<file path="config.mk">
export PLATFORM = sky130hd
export DESIGN_NAME = rf_tx_two_line_control
export DESIGN_NICKNAME = d
export VERILOG_FILES = /design/src/logic/rf_tx_pkg.sv /design/src/logic/ref_clk_if.sv /design/src/logic/ref_clock_gen.sv /design/src/logic/rf_tx_two_line_control.sv
export SDC_FILE = /design/constraint.sdc
export NUM_CORES = 1
export LEC_CHECK = 0
export BUFFER_PORTS_ARGS = -buffer_cell sky130_fd_sc_hd__buf_2
export CAP_MARGIN = 25
export CORE_MARGIN = 2
export CORE_UTILIZATION = 45
export DETAILED_ROUTE_END_ITERATION = 12
export PLACE_DENSITY = 0.7
export SLEW_MARGIN = 20
export SYNTH_ARGS = -nofsm -noshare
export SYNTH_HDL_FRONTEND = slang
export SYNTH_HIERARCHICAL = 1
export SYNTH_SLANG_ARGS = --single-unit
</file>
<file path="constraint.sdc">
create_clock -name sys_clk -period 2.19 [get_ports sys_clk]
set_clock_uncertainty 0.2 [all_clocks]
set_input_delay 0.5475 -clock sys_clk [delete_from_list [all_inputs] [get_ports sys_clk]]
set_output_delay 0.5475 -clock sys_clk [all_outputs]
set_load 0.02 [all_outputs]
</file>
<file path="src/logic/rf_tx_pkg.sv">
package rf_tx_pkg;

    // -------------------------------------------------------------------
    // Clock and timing
    // -------------------------------------------------------------------
    localparam int SYS_CLK_HZ   = 10_000_000;
    localparam int WAKE_TIME_US = 500;
    // Wake-up is a least time; the count is taken exact, never below one cycle
    localparam int WAKE_CYCLES  = (WAKE_TIME_US * (SYS_CLK_HZ / 1_000_000) + 0) > 0 ?
                                  WAKE_TIME_US * (SYS_CLK_HZ / 1_000_000) : 1;
    // Idle window is 300 to 500 ms; the middle keeps margin both ways
    localparam int IDLE_TIME_MS = 400;
    localparam int IDLE_CYCLES  = IDLE_TIME_MS * (SYS_CLK_HZ / 1_000);

    // -------------------------------------------------------------------
    // Synthesiser and reference clock
    // -------------------------------------------------------------------
    localparam int PLL_MULT     = 32;
    localparam int XTAL_HZ      = 13_560_000;
    localparam int REF_DIV_LOG2 = 16;
    // Reference is the crystal divided by two to the sixteen; half period in sys_clk cycles
    localparam longint REF_HALF_L = (longint'(SYS_CLK_HZ) << REF_DIV_LOG2) / (2 * XTAL_HZ);
    localparam int REF_HALF_CYCLES = int'(REF_HALF_L);

    // -------------------------------------------------------------------
    // Counter widths and reset values
    // -------------------------------------------------------------------
    localparam int IDLE_W = 23;
    localparam int WAKE_W = 14;
    localparam int REF_W  = 17;
    localparam logic [2:0] SYNC_RESET = 3'h0;

    typedef enum logic [1:0] {ST_STANDBY, ST_WAKE, ST_ACTIVE} tx_state_e;

endpackage

</file>
<file path="src/logic/ref_clk_if.sv">
`timescale 1ns/100ps
// Run request towards the reference divider and its output level back
interface ref_clk_if;
    logic run;
    logic level;
    modport ctrl (output run, input level);
    modport gen  (input run, output level);
endinterface

</file>
<file path="src/logic/ref_clock_gen.sv">
`timescale 1ns/100ps
module ref_clock_gen
    import rf_tx_pkg::*;
#(
    parameter int HALF_CYCLES = REF_HALF_CYCLES
) (
    input wire logic sys_clk,
    input wire logic reset,
    ref_clk_if.gen   port
);

    logic [REF_W-1:0] cnt_q;
    logic             lvl_q;
    wire              half_done = (cnt_q == REF_W'(HALF_CYCLES - 1));

    // -------------------------------------------------------------------
    // Divider: square wave while running, parked low otherwise
    // -------------------------------------------------------------------
    always_ff @(posedge sys_clk or posedge reset) begin
        if (reset) begin
            cnt_q <= '0;
            lvl_q <= 1'b0;
        end else if (!port.run) begin
            cnt_q <= '0;                       // Restart so each burst opens cleanly
            lvl_q <= 1'b0;
        end else if (half_done) begin
            cnt_q <= '0;
            lvl_q <= ~lvl_q;
        end else begin
            cnt_q <= cnt_q + 1'b1;
        end
    end

    assign port.level = lvl_q;

    // -------------------------------------------------------------------
    // Checks
    // -------------------------------------------------------------------
    a_ref_needs_run: assert property (@(posedge sys_clk) disable iff (reset)
        !port.run |=> !lvl_q)
        else $error("reference pulse without transmission");
    a_ref_half_period: assert property (@(posedge sys_clk) disable iff (reset)
        (port.run && half_done) |=> (lvl_q != $past(lvl_q)) && (cnt_q == '0))
        else $error("reference half period wrong");
    c_ref_toggles: cover property (@(posedge sys_clk) disable iff (reset)
        $rose(lvl_q));

endmodule

</file>
<file path="src/logic/rf_tx_two_line_control.sv">
`timescale 1ns/100ps
module rf_tx_two_line_control
    import rf_tx_pkg::*;
#(
    parameter int WAKE_CYCLES_P = WAKE_CYCLES,
    parameter int IDLE_CYCLES_P = IDLE_CYCLES,
    parameter int REF_HALF_P    = REF_HALF_CYCLES,
    parameter int XTAL_HZ_P     = XTAL_HZ
) (
    input  wire logic        sys_clk,
    input  wire logic        reset,
    input  wire logic        tx_data_line,
    output wire logic        ref_clock_out,
    output wire logic        rf_carrier_on,
    output wire logic        pll_on,
    output wire logic        in_standby,
    output wire logic [31:0] carrier_freq_hz
);

    // -------------------------------------------------------------------
    // Data line synchroniser
    // -------------------------------------------------------------------
    logic [2:0]        sync_q;
    logic              data_lvl_q;
    tx_state_e         state_q;
    tx_state_e         state_d;
    logic [IDLE_W-1:0] idle_cnt_q;
    logic [WAKE_W-1:0] wake_cnt_q;
    logic              rf_on_q;
    logic [31:0]       carrier_q;

    // Pin is asynchronous; first stage feeds only the second
    always_ff @(posedge sys_clk or posedge reset) begin
        if (reset) begin
            sync_q <= SYNC_RESET;
        end else begin
            sync_q <= {sync_q[1:0], tx_data_line};
        end
    end

    // A change counts once stages two and three agree
    wire stable     = (sync_q[1] == sync_q[2]);
    wire data_edge  = stable && (sync_q[2] != data_lvl_q);

    always_ff @(posedge sys_clk or posedge reset) begin
        if (reset) begin
            data_lvl_q <= 1'b0;
        end else if (stable) begin
            data_lvl_q <= sync_q[2];
        end
    end

    // -------------------------------------------------------------------
    // Activity and wake-up timers
    // -------------------------------------------------------------------
    wire idle_done = (idle_cnt_q == IDLE_W'(IDLE_CYCLES_P - 1));
    wire wake_done = (wake_cnt_q == WAKE_W'(WAKE_CYCLES_P - 1));

    // Idle count only runs when powered; it saturates at the limit
    always_ff @(posedge sys_clk or posedge reset) begin
        if (reset) begin
            idle_cnt_q <= '0;
        end else if (data_edge || state_q == ST_STANDBY) begin
            idle_cnt_q <= '0;
        end else if (!idle_done) begin
            idle_cnt_q <= idle_cnt_q + 1'b1;
        end
    end

    // Wake counter holds at its end so a long wake cannot wrap
    always_ff @(posedge sys_clk or posedge reset) begin
        if (reset) begin
            wake_cnt_q <= '0;
        end else if (state_q != ST_WAKE) begin
            wake_cnt_q <= '0;
        end else if (!wake_done) begin
            wake_cnt_q <= wake_cnt_q + 1'b1;
        end
    end

    // -------------------------------------------------------------------
    // Power state machine
    // -------------------------------------------------------------------
    // Idle expiry outranks wake completion so a dead line never powers up
    always_comb begin
        state_d = state_q;
        case (state_q)
            ST_STANDBY: begin
                if (data_edge) begin
                    state_d = ST_WAKE;
                end
            end
            ST_WAKE: begin
                if (idle_done && !data_edge) begin
                    state_d = ST_STANDBY;
                end else if (wake_done) begin
                    state_d = ST_ACTIVE;
                end
            end
            ST_ACTIVE: begin
                if (idle_done && !data_edge) begin
                    state_d = ST_STANDBY;
                end
            end
            default: begin
                state_d = ST_STANDBY;
            end
        endcase
    end

    always_ff @(posedge sys_clk or posedge reset) begin
        if (reset) begin
            state_q <= ST_STANDBY;
        end else begin
            state_q <= state_d;
        end
    end

    // -------------------------------------------------------------------
    // Carrier keying and synthesiser
    // -------------------------------------------------------------------
    // Keying waits for the wake-up to finish; data high during wake stays dark
    wire key_now = (state_q == ST_ACTIVE) && data_lvl_q;
    // Synthesiser runs whenever powered; keying only gates the output stage
    wire [31:0] carrier_sel = (state_q != ST_STANDBY) ? 32'(XTAL_HZ_P * PLL_MULT) : 32'h0;

    always_ff @(posedge sys_clk or posedge reset) begin
        if (reset) begin
            rf_on_q   <= 1'b0;
            carrier_q <= '0;
        end else begin
            rf_on_q   <= key_now;
            carrier_q <= carrier_sel;
        end
    end

    // -------------------------------------------------------------------
    // Reference clock
    // -------------------------------------------------------------------
    // Half period is a parameter of its own; it must be retuned with the crystal
    ref_clk_if ref_bus ();

    // Divider only runs with the carrier, which also parks it low in standby
    assign ref_bus.run = rf_on_q;

    ref_clock_gen #(
        .HALF_CYCLES (REF_HALF_P)
    ) u_ref (
        .sys_clk (sys_clk),
        .reset   (reset),
        .port    (ref_bus.gen)
    );

    // pll_on and in_standby decode the state register and change with it; carrier_freq_hz follows a cycle later
    assign ref_clock_out   = ref_bus.level;
    assign rf_carrier_on   = rf_on_q;
    assign pll_on          = (state_q != ST_STANDBY);
    assign in_standby      = (state_q == ST_STANDBY);
    assign carrier_freq_hz = carrier_q;

    // -------------------------------------------------------------------
    // Checks
    // -------------------------------------------------------------------
    a_rf_follows_data: assert property (@(posedge sys_clk) disable iff (reset)
        rf_on_q |-> $past(data_lvl_q) && $past(state_q) == ST_ACTIVE)
        else $error("carrier on without high data");
    a_wake_full_delay: assert property (@(posedge sys_clk) disable iff (reset)
        (state_q == ST_ACTIVE && $past(state_q) == ST_WAKE)
        |-> $past(wake_cnt_q) == WAKE_W'(WAKE_CYCLES_P - 1))
        else $error("wake-up delay cut short");
    a_ref_during_tx: assert property (@(posedge sys_clk) disable iff (reset)
        (!rf_on_q)[*2] |-> !ref_clock_out)
        else $error("reference pulse outside transmission");
    a_idle_to_standby: assert property (@(posedge sys_clk) disable iff (reset)
        (state_q != ST_STANDBY && idle_done && !data_edge)
        |=> state_q == ST_STANDBY && !pll_on)
        else $error("idle expiry missed");
    a_ref_low_standby: assert property (@(posedge sys_clk) disable iff (reset)
        (state_q == ST_STANDBY)[*3] |-> !ref_clock_out && !rf_carrier_on)
        else $error("reference not low in standby");
    // Judged on the raw synchroniser so a fault in the held level is caught too
    a_key_low_off: assert property (@(posedge sys_clk) disable iff (reset)
        (!sync_q[2])[*4] |-> !rf_carrier_on)
        else $error("carrier on with data line low");
    a_dark_while_waking: assert property (@(posedge sys_clk) disable iff (reset)
        (state_q == ST_WAKE) |-> !rf_carrier_on)
        else $error("carrier during wake-up");
    a_idle_bounded: assert property (@(posedge sys_clk) disable iff (reset)
        idle_cnt_q <= IDLE_W'(IDLE_CYCLES_P - 1))
        else $error("idle timer ran past its limit");
    a_carrier_mult: assert property (@(posedge sys_clk) disable iff (reset)
        (state_q != ST_STANDBY) |=> carrier_freq_hz == 32'(XTAL_HZ_P * PLL_MULT))
        else $error("carrier not thirty-two times crystal");
    a_edge_restart: assert property (@(posedge sys_clk) disable iff (reset)
        data_edge |=> idle_cnt_q == '0)
        else $error("edge did not restart idle timer");
    a_standby_wakes: assert property (@(posedge sys_clk) disable iff (reset)
        (state_q == ST_STANDBY && data_edge) |=> state_q == ST_WAKE)
        else $error("edge in standby did not wake");

    // Covers for the main scenarios
    c_wake_to_active: cover property (@(posedge sys_clk) disable iff (reset)
        state_q == ST_WAKE ##1 state_q == ST_ACTIVE);
    c_active_to_standby: cover property (@(posedge sys_clk) disable iff (reset)
        state_q == ST_ACTIVE ##1 state_q == ST_STANDBY);
    c_keyed_burst: cover property (@(posedge sys_clk) disable iff (reset)
        $rose(rf_on_q) ##[1:300] $fell(rf_on_q));
    c_rekey_active: cover property (@(posedge sys_clk) disable iff (reset)
        $fell(rf_on_q) ##[1:300] $rose(rf_on_q));

endmodule

</file>
==> metrics.md, run 1 <==
| Metric | Value |
|---|---|
| Slew @ Worst Pin | `a little under 0.7 ns` |
| Worst slack, placed | `~0.1 ns` |
| Vias in the first global route | `between 2000 and 2500` |
| CTS sink count | `63` |
| Post-Synth XOR/XNOR Area | `under 10%` |
| Placer Congestion | `about 0.83` |
| Initial antenna violation count | `0` |
| Reg2reg start | `idle_cnt_q[9]` |
| CTS Buf Count | `9` |
| Slew Limit Fails | `0` |
| Pwr Density | `703 nW/µm²` |
| Adder-cell share of the synthesized area | `between 1.5 and 2%` |
| Worst-Skew Late Latency | `0.34 ns` |
| ANT cells | `0` |
| First-pass GRT wire length | `about 11000 µm` |
| Share of cells above drive strength 1 | `between 10% and 20%` |
| Post-Synth Simple-Gate Area | `roughly a quarter` |
| PortBufs | `17` |
| Final net count | `between 300 and 400` |
| CTS root buf | `clkbuf_8` |
| Slew margin rel. | `between 50% and 60%` |
| Worst hold slack | `between 0.008 and 0.009 ns` |
| Fin Setup TNS | `0 ns` |
| Leak | `between 1.5 and 2 nW` |
| Yosys warns | `6` |
| Finish-stage setup viols | `0` |
| Worst r2r path cells | `5` |
| Largest net degree at the start of global routing | `27` |
| Antenna-violating nets left | `0` |
| Fin. Hold Viols | `0` |
| First drt pass iteration count | `4` |
| Post-synth cell types | `51` |
| Synth top area share | `around 45%` |
| CP arrival | `approximately 2.1 ns` |
| Rows | `32` |
| Kind of critical path | `flop to flop` |
| Post-synthesis cell count | `between 300 and 400` |
| Maximum VDD drop | `around 0.00044 V` |
| Starting DRT DRC Count | `~130` |
| Final period util | `94.8%` |
| CTS tree | `yes` |
| Vias/cell | `roughly 5.3` |
| GRT Util Overall | `between 10% and 20%` |
| Worst reg2reg setup slack | `roughly 0.11 ns` |
| Initial Util | `a little under half` |
| Die Y | `91.8 µm` |
| Req. time, crit path | `2.26 ns` |
| Cells after DPL | `between 400 and 500` |
| Hold Crit Class | `primary input to asynchronous set/reset pin` |
| Worst-path fanout max | `18` |
| # DRC | `0` |
| Area grow syn2layout | `7.80%` |
| Tmin final | `between 2 and 2.5 ns` |
| Final instance area | `3740 µm²` |
| I/O pin count | `39` |
| Max-cap violation count | `0` |
| Die Area | `between 8000 and 9000 µm²` |
| Postcts setup bufs | `0` |
| Synth area leaders | `dfrtp_1 45%, buf_4 7.4%, xnor2_1 3.5%` |
| Worst Slack Setup Final | `between 0.1 and 0.15 ns` |
| Detailed Place HPWL | `4550 µm` |
| Largest family of logic cells by synthesized area | `simple AND/OR/NAND/NOR gates` |
| Status | `finished clean` |
| Synthesized area | `3470 µm²` |
| RSZ-0062 raised after global routing | `false` |
| Hold Buf Count CTS | `0` |
| Area leader, netlist | `dfrtp_1` |
| H-tree depth | `3` |
| Reg-to-Reg End | `idle_cnt_q[22]` |
| Clock transition at the registers of the reported paths | `0.07 ns` |
| Fmax | `approximately 0.48 GHz` |
| Total grt overflow | `0` |
| Fin cells | `slightly below 500` |
| Routed WL per cell | `~14 µm` |
| CP startpoint kind | `flop` |
| #FFs+latches synth | `63` |
| Bufs on Longest Clock Path | `2` |
| Seq/Total Area, Yosys | `a little under half` |
| CP endpoint kind | `flop` |
| Final WL | `roughly 6500 µm` |
| Vias post-DR | `~2600` |
| Syn_area_per_cell | `9.71 µm²` |
| Chip width | `just over 90 µm` |
| Post-placement cell area | `3570 µm²` |
| Post-synthesis compound-gate area fraction | `9.60%` |
| Post-synthesis mux area share | `0.866%` |
| Core box area | `approximately 7600 µm²` |
## flip-flops by register name (all words and copies together) (netlist names)
name / count
idle_cnt_q: 23
u_ref/cnt_q: 17
wake_cnt_q: 14
sync_q: 3
state_q: 2
carrier_freq_hz: 1
data_lvl_q: 1
rf_carrier_on: 1
u_ref/port.level: 1
## layout by cell type, fill, tap and decap left out, types with 2 or more instances in the layout
cell,synthesis,layout
a211oi_1,2,2
a21oi_1,22,22
a31oi_1,4,4
and2_1,4,4
and3_1,3,3
and4_1,7,7
buf_2,3,17
buf_4,34,13
clkbuf_8,0,10
clkinv_2,0,3
conb_1,1,21
dfrtp_1,63,62
ha_1,4,3
inv_1,9,8
mux2i_1,3,3
nand2_1,19,19
nand2_2,2,2
nand2b_1,3,3
nand3_1,16,16
nand3_2,3,3
nand4_1,13,13
nor2_1,30,29
nor2b_1,2,2
nor3_1,10,10
nor4_1,9,9
nor4bb_1,2,2
o21ai_0,9,9
o31ai_1,12,12
or3_1,8,8
or4_1,13,13
xnor2_1,14,14
xor2_1,10,10
## power breakdown
part,switching [mW],internal (mW)
logic,0.239,0.156
registers,0.110,1.26
clock network,0.428,0.429
total,0.777,1.85
## Yosys cell counts (all sizes together)
| cell type | count |
|---|---|
| or4b | 1 |
| o311ai | 1 |
| nor2b | 2 |
| clkbuf | 3 |
| and4 | 8 |
| nand2 | 22 |
| or3 | 8 |
| a31oi | 4 |
| dfrtp | 63 |
| o31ai | 12 |
| xor2 | 10 |
| nand4 | 14 |
| conb | 1 |
| nor2 | 30 |
| a21oi | 23 |
| nand3 | 19 |
| and2 | 4 |
| or2 | 1 |
| xnor2 | 14 |
| o41ai | 1 |
| a221oi | 1 |
| maj3 | 1 |
| and4b | 1 |
| nor3 | 10 |
| mux2i | 3 |
| nand2b | 3 |
| nor4 | 10 |
| a21boi | 1 |
| dlygate4sd1 | 1 |
| and3 | 4 |
| nor4bb | 2 |
| buf | 39 |
| or4 | 13 |
| nor3b | 1 |
| ha | 4 |
| a211oi | 2 |
| and3b | 1 |
| inv | 9 |
| o21ai | 10 |
## how the worst max path moves through the flow
stage / start / to / slack [ns] / depth (start not counted)
after floorplan: idle_cnt_q[0] / idle_cnt_q[20] / 0.10 / 6
after global placement: idle_cnt_q[7] / idle_cnt_q[17] / 0.16 / 5
after detailed placement: idle_cnt_q[7] / idle_cnt_q[18] / 0.1 / 5
after CTS: state_q[0] / pll_on / 0.07 / 3
after global routing: idle_cnt_q[7] / idle_cnt_q[18] / 0.02 / 5
final: idle_cnt_q[9] / idle_cnt_q[22] / 0.11 / 5
## metal layers
layer | GRT usage (%) | routed length (µm)
met5 | 0 | 0
met2 | 26.7 | 3210
met3 | 3.94 | 200
met1 | 21.0 | 3030
met4 | 5.72 | 77
## repair_timing
item                                    4_1_cts  5_1_grt
resized for setup                             0        3
endpoints found under the setup margin        0        6
endpoints found under the hold margin         0        0
## cell type report
class | count | area (µm²)
fill | 707 | 3870
multi-input combinational | 262 | 1630
sequential | 63 | 1580
timing repair buffer | 31 | 203
clock buffer | 11 | 141
tap | 102 | 128
inverter | 9 | 33.8
clock inverter | 4 | 22.5
## logic make-up after synthesis
kind of cell,after synthesis
flip-flops,63
adder cells (fa/ha/maj),5
multiplexers,3
XOR/XNOR,24
AND/OR/NAND/NOR,154
AO/OA/AOI/OAI,55
buffers and inverters,52
other,1
## critical path, cell delays in order (launching register included)
cell     delay [ns]
dfrtp_1        0.43
nand4_2        0.14
or3_1          0.36
buf_4          0.19
or4_1          0.52
a21oi_1        0.15
## metrics by stage
step,utilization (%),power (mW)
after floorplan,-,1.68
after global placement,46.9,1.77
after detailed placement,46.9,1.79
after CTS,49.0,2.65
after global routing,49.1,2.79
final,49.1,2.63
Power figures use the tool's default switching activity.
==> run 2, diff against run 1 <==
Settings changed: PLACE_DENSITY 0.7 to 0.71, SYNTH_HIERARCHICAL 1 to unset.
==> metrics.md, run 2 <==
| Metric | Value |
|---|---|
| Post-synth ARST share | `100%` |
| Cts repair resizes | `0` |
| First drt pass iteration count | `5` |
| Status | `finished clean` |
| Vias post-DR | `2242` |
| Worst reg2reg setup slack | `around 0.15 ns` |
| Chip width | `89.2 µm` |
| Area leader, netlist | `dfrtp_1` |
| Placer Congestion | `about 0.81` |
| # DRC | `0` |
| Reg-to-Reg End | `u_ref.cnt_q[13]` |
| Antenna-violating nets left | `0` |
| H-tree depth | `3` |
| Routed WL per cell | `12.2 µm` |
| Post-synthesis cell count | `330` |
| CP peak stage delay | `0.42 ns` |
| Max-cap violation count | `0` |
| Tmin final | `between 2 and 2.5 ns` |
| Slowest CP cell | `dfrtp_1` |
| Detail Route met2 WL | `roughly 2400 µm` |
| CP top delay family | `flip-flops` |
| Starting DRT DRC Count | `~120` |
| CP arrival | `between 1 and 1.5 ns` |
| Synth top area share | `about half` |
| Synthesized area | `roughly 3300 µm²` |
| Die Area | `between 7000 and 8000 µm²` |
| CTS sink count | `63` |
| PortBufs | `17` |
| Yosys warns | `0` |
| WP buf/inv | `2` |
| Fin Setup TNS | `0 ns` |
| Die Y | `about 89 µm` |
| CTS root buf | `clkbuf_8` |
| Postcts setup bufs | `0` |
| Req. time, crit path | `roughly 1.4 ns` |
| Share of cells above drive strength 1 | `roughly 14%` |
| Synth area leaders | `dfrtp_1 48%, xor2_1 8.3%, buf_4 7.1%` |
| First-pass GRT wire length | `around 9200 µm` |
| Hold Buf Count CTS | `0` |
| Leak | `between 1.5 and 2 nW` |
| ANT cells | `0` |
| Final WL | `5460 µm` |
| CTS Buf Count | `9` |
| Slew Limit Fails | `0` |
| Met1 Wirelength | `between 2000 and 3000 µm` |
| I/O pin count | `39` |
| Seq/Total Area, Yosys | `48.3%` |
| Syn_area_per_cell | `9.89 µm²` |
| Worst-path cell chain | `or2_2, inv_1, buf_2` |
| Total grt overflow | `0` |
| Most common cell in the netlist | `dfrtp_1` |
| Fin. Hold Viols | `0` |
| Reg2reg start | `u_ref.cnt_q[0]` |
| Post-placement cell area | `3340 µm²` |
| Hold Crit Class | `primary input to asynchronous set/reset pin` |
| CP endpoint kind | `output pin` |
| Met3 WL | `180 µm` |
| Commonest non-fill, non-tap cell in the layout | `dfrtp_1` |
| Dominant synthesized flop cell | `dfrtp_1` |
| Vias/cell | `about 5.0` |
| Area grow syn2layout | `8.66%` |
| Worst-Skew Late Latency | `roughly 0.34 ns` |
| Maximum VDD drop | `0.000423 V` |
| Initial Util | `45.7%` |
| GRT Util Overall | `between 15 and 20%` |
| Clock transition at the registers of the reported paths | `about 0.070 ns` |
| Top cells by count, synth | `63 x dfrtp_1, 49 x nor2_1, 31 x buf_4, 31 x xor2_1, 22 x nand2_1` |
| Pwr Density | `just under 800 nW/µm²` |
| Vias in the first global route | `2070` |
| Detailed Place HPWL | `around 3600 µm` |
| Kind of critical path | `flop to output pin` |
| Initial antenna violation count | `0` |
| Post-synth EDFFs | `0` |
| Post-synth cell types | `between 40 and 50` |
| Bufs on Longest Clock Path | `2` |
| Slew @ Worst Pin | `0.545 ns` |
| Worst-path fanout max | `5` |
| Largest net degree at the start of global routing | `64` |
| Slew margin rel. | `63.7%` |
| Finish-stage setup viols | `0` |
| Final instance area | `3550 µm²` |
| Highest routed metal layer | `met4` |
| Most frequent cells in the layout | `63 x dfrtp_1, 49 x nor2_1, 31 x xor2_1, 22 x nand2_1, 21 x conb_1` |
| Worst r2r path cells | `7` |
| Top reg by flops | `idle_cnt_q` |
| Fmax | `roughly 0.48 GHz` |
| Flip-flop count of the largest register after layout | `23` |
| Core box area | `slightly above 7000 µm²` |
| Top flop regs | `idle_cnt_q (23), u_ref.cnt_q (17), wake_cnt_q (14)` |
| CTS tree | `yes` |
| Final net count | `roughly 350` |
| Final period util | `between 90 and 100%` |
| Rows | `31` |
| Filler cells | `683` |
| CP startpoint kind | `flop` |
| #FFs+latches synth | `63` |
| RSZ-0062 raised after global routing | `false` |
[run 2: logic make-up after synthesis]
family / count (synthesis) / synth area share (%)
buffers and inverters: 47 / 9.43
flip-flops: 63 / 48.3
multiplexers: 2 / 0.613
other: 1 / 0.115
XOR/XNOR: 41 / 11.0
adder cells (fa/ha/maj): 5 / 1.84
AND/OR/NAND/NOR: 153 / 25.4
AO/OA/AOI/OAI: 18 / 3.30
[run 2: stage by stage]
stage | util [%] | hold slack [ns] | std cells | setup WS (ns) | power, mW
final | 49.7 | 0.0825 | 449 | 0.102 | 2.76
after global routing | 49.7 | 0.121 | 449 | 0.0361 | 2.90
after CTS | 49.7 | 0.0991 | 449 | 0.0836 | 2.78
after detailed placement | 46.7 | 0.141 | 434 | 0.161 | 1.69
after global placement | 46.7 | 0.138 | 434 | 0.235 | 1.68
after floorplan | - | 0.131 | 350 | 0.264 | 1.65
[run 2: cell type report]
| class | count | area (µm²) | share of cell area (%) |
|---|---|---|---|
| flip-flops and latches | 63 | 1580 | 44.4 |
| multi-input cells | 240 | 1460 | 41.0 |
| repair buffers | 23 | 143 | 4.02 |
| clock buffers | 11 | 141 | 3.99 |
| well taps | 99 | 124 | 3.49 |
| clock inverters | 4 | 70.1 | 1.98 |
| inverters | 9 | 37.5 | 1.06 |
[run 2: worst max path at each step]
stage                       endpoint  depth (start not counted)            from  slack, ns
CTS                       in_standby                          3      state_q[0]       0.08
global route         u_ref.cnt_q[13]                          7  u_ref.cnt_q[0]       0.04
finish                    in_standby                          3      state_q[0]       0.10
global placement       idle_cnt_q[6]                          7   idle_cnt_q[0]       0.24
detailed placement  u_ref.port.level                          7  u_ref.cnt_q[0]       0.16
floorplan            u_ref.cnt_q[10]                          8  u_ref.cnt_q[0]       0.26
[run 2: power breakdown]
group | leakage [nW] | total [mW] | internal [mW] | switching [mW]
Combinational | 0.674 | 0.303 | 0.115 | 0.188
Clock | 0.109 | 1.09 | 0.662 | 0.425
Sequential | 0.843 | 1.37 | 1.26 | 0.106
[run 2: tightest hold or removal path, stage by stage]
cell and delay, ns:
buf_2 0.11, clkinvlp_4 0.07, buf_12 0.28
[run 2: layer usage]
| layer | vias to the layer above | global-route usage (%) |
|---|---|---|
| met5 | - | 0 |
| met4 | 0 | 9.77 |
| met3 | 12 | 3.60 |
| met2 | 38 | 22.3 |
| met1 | 1096 | 19.9 |
| li1 | 1096 | - |
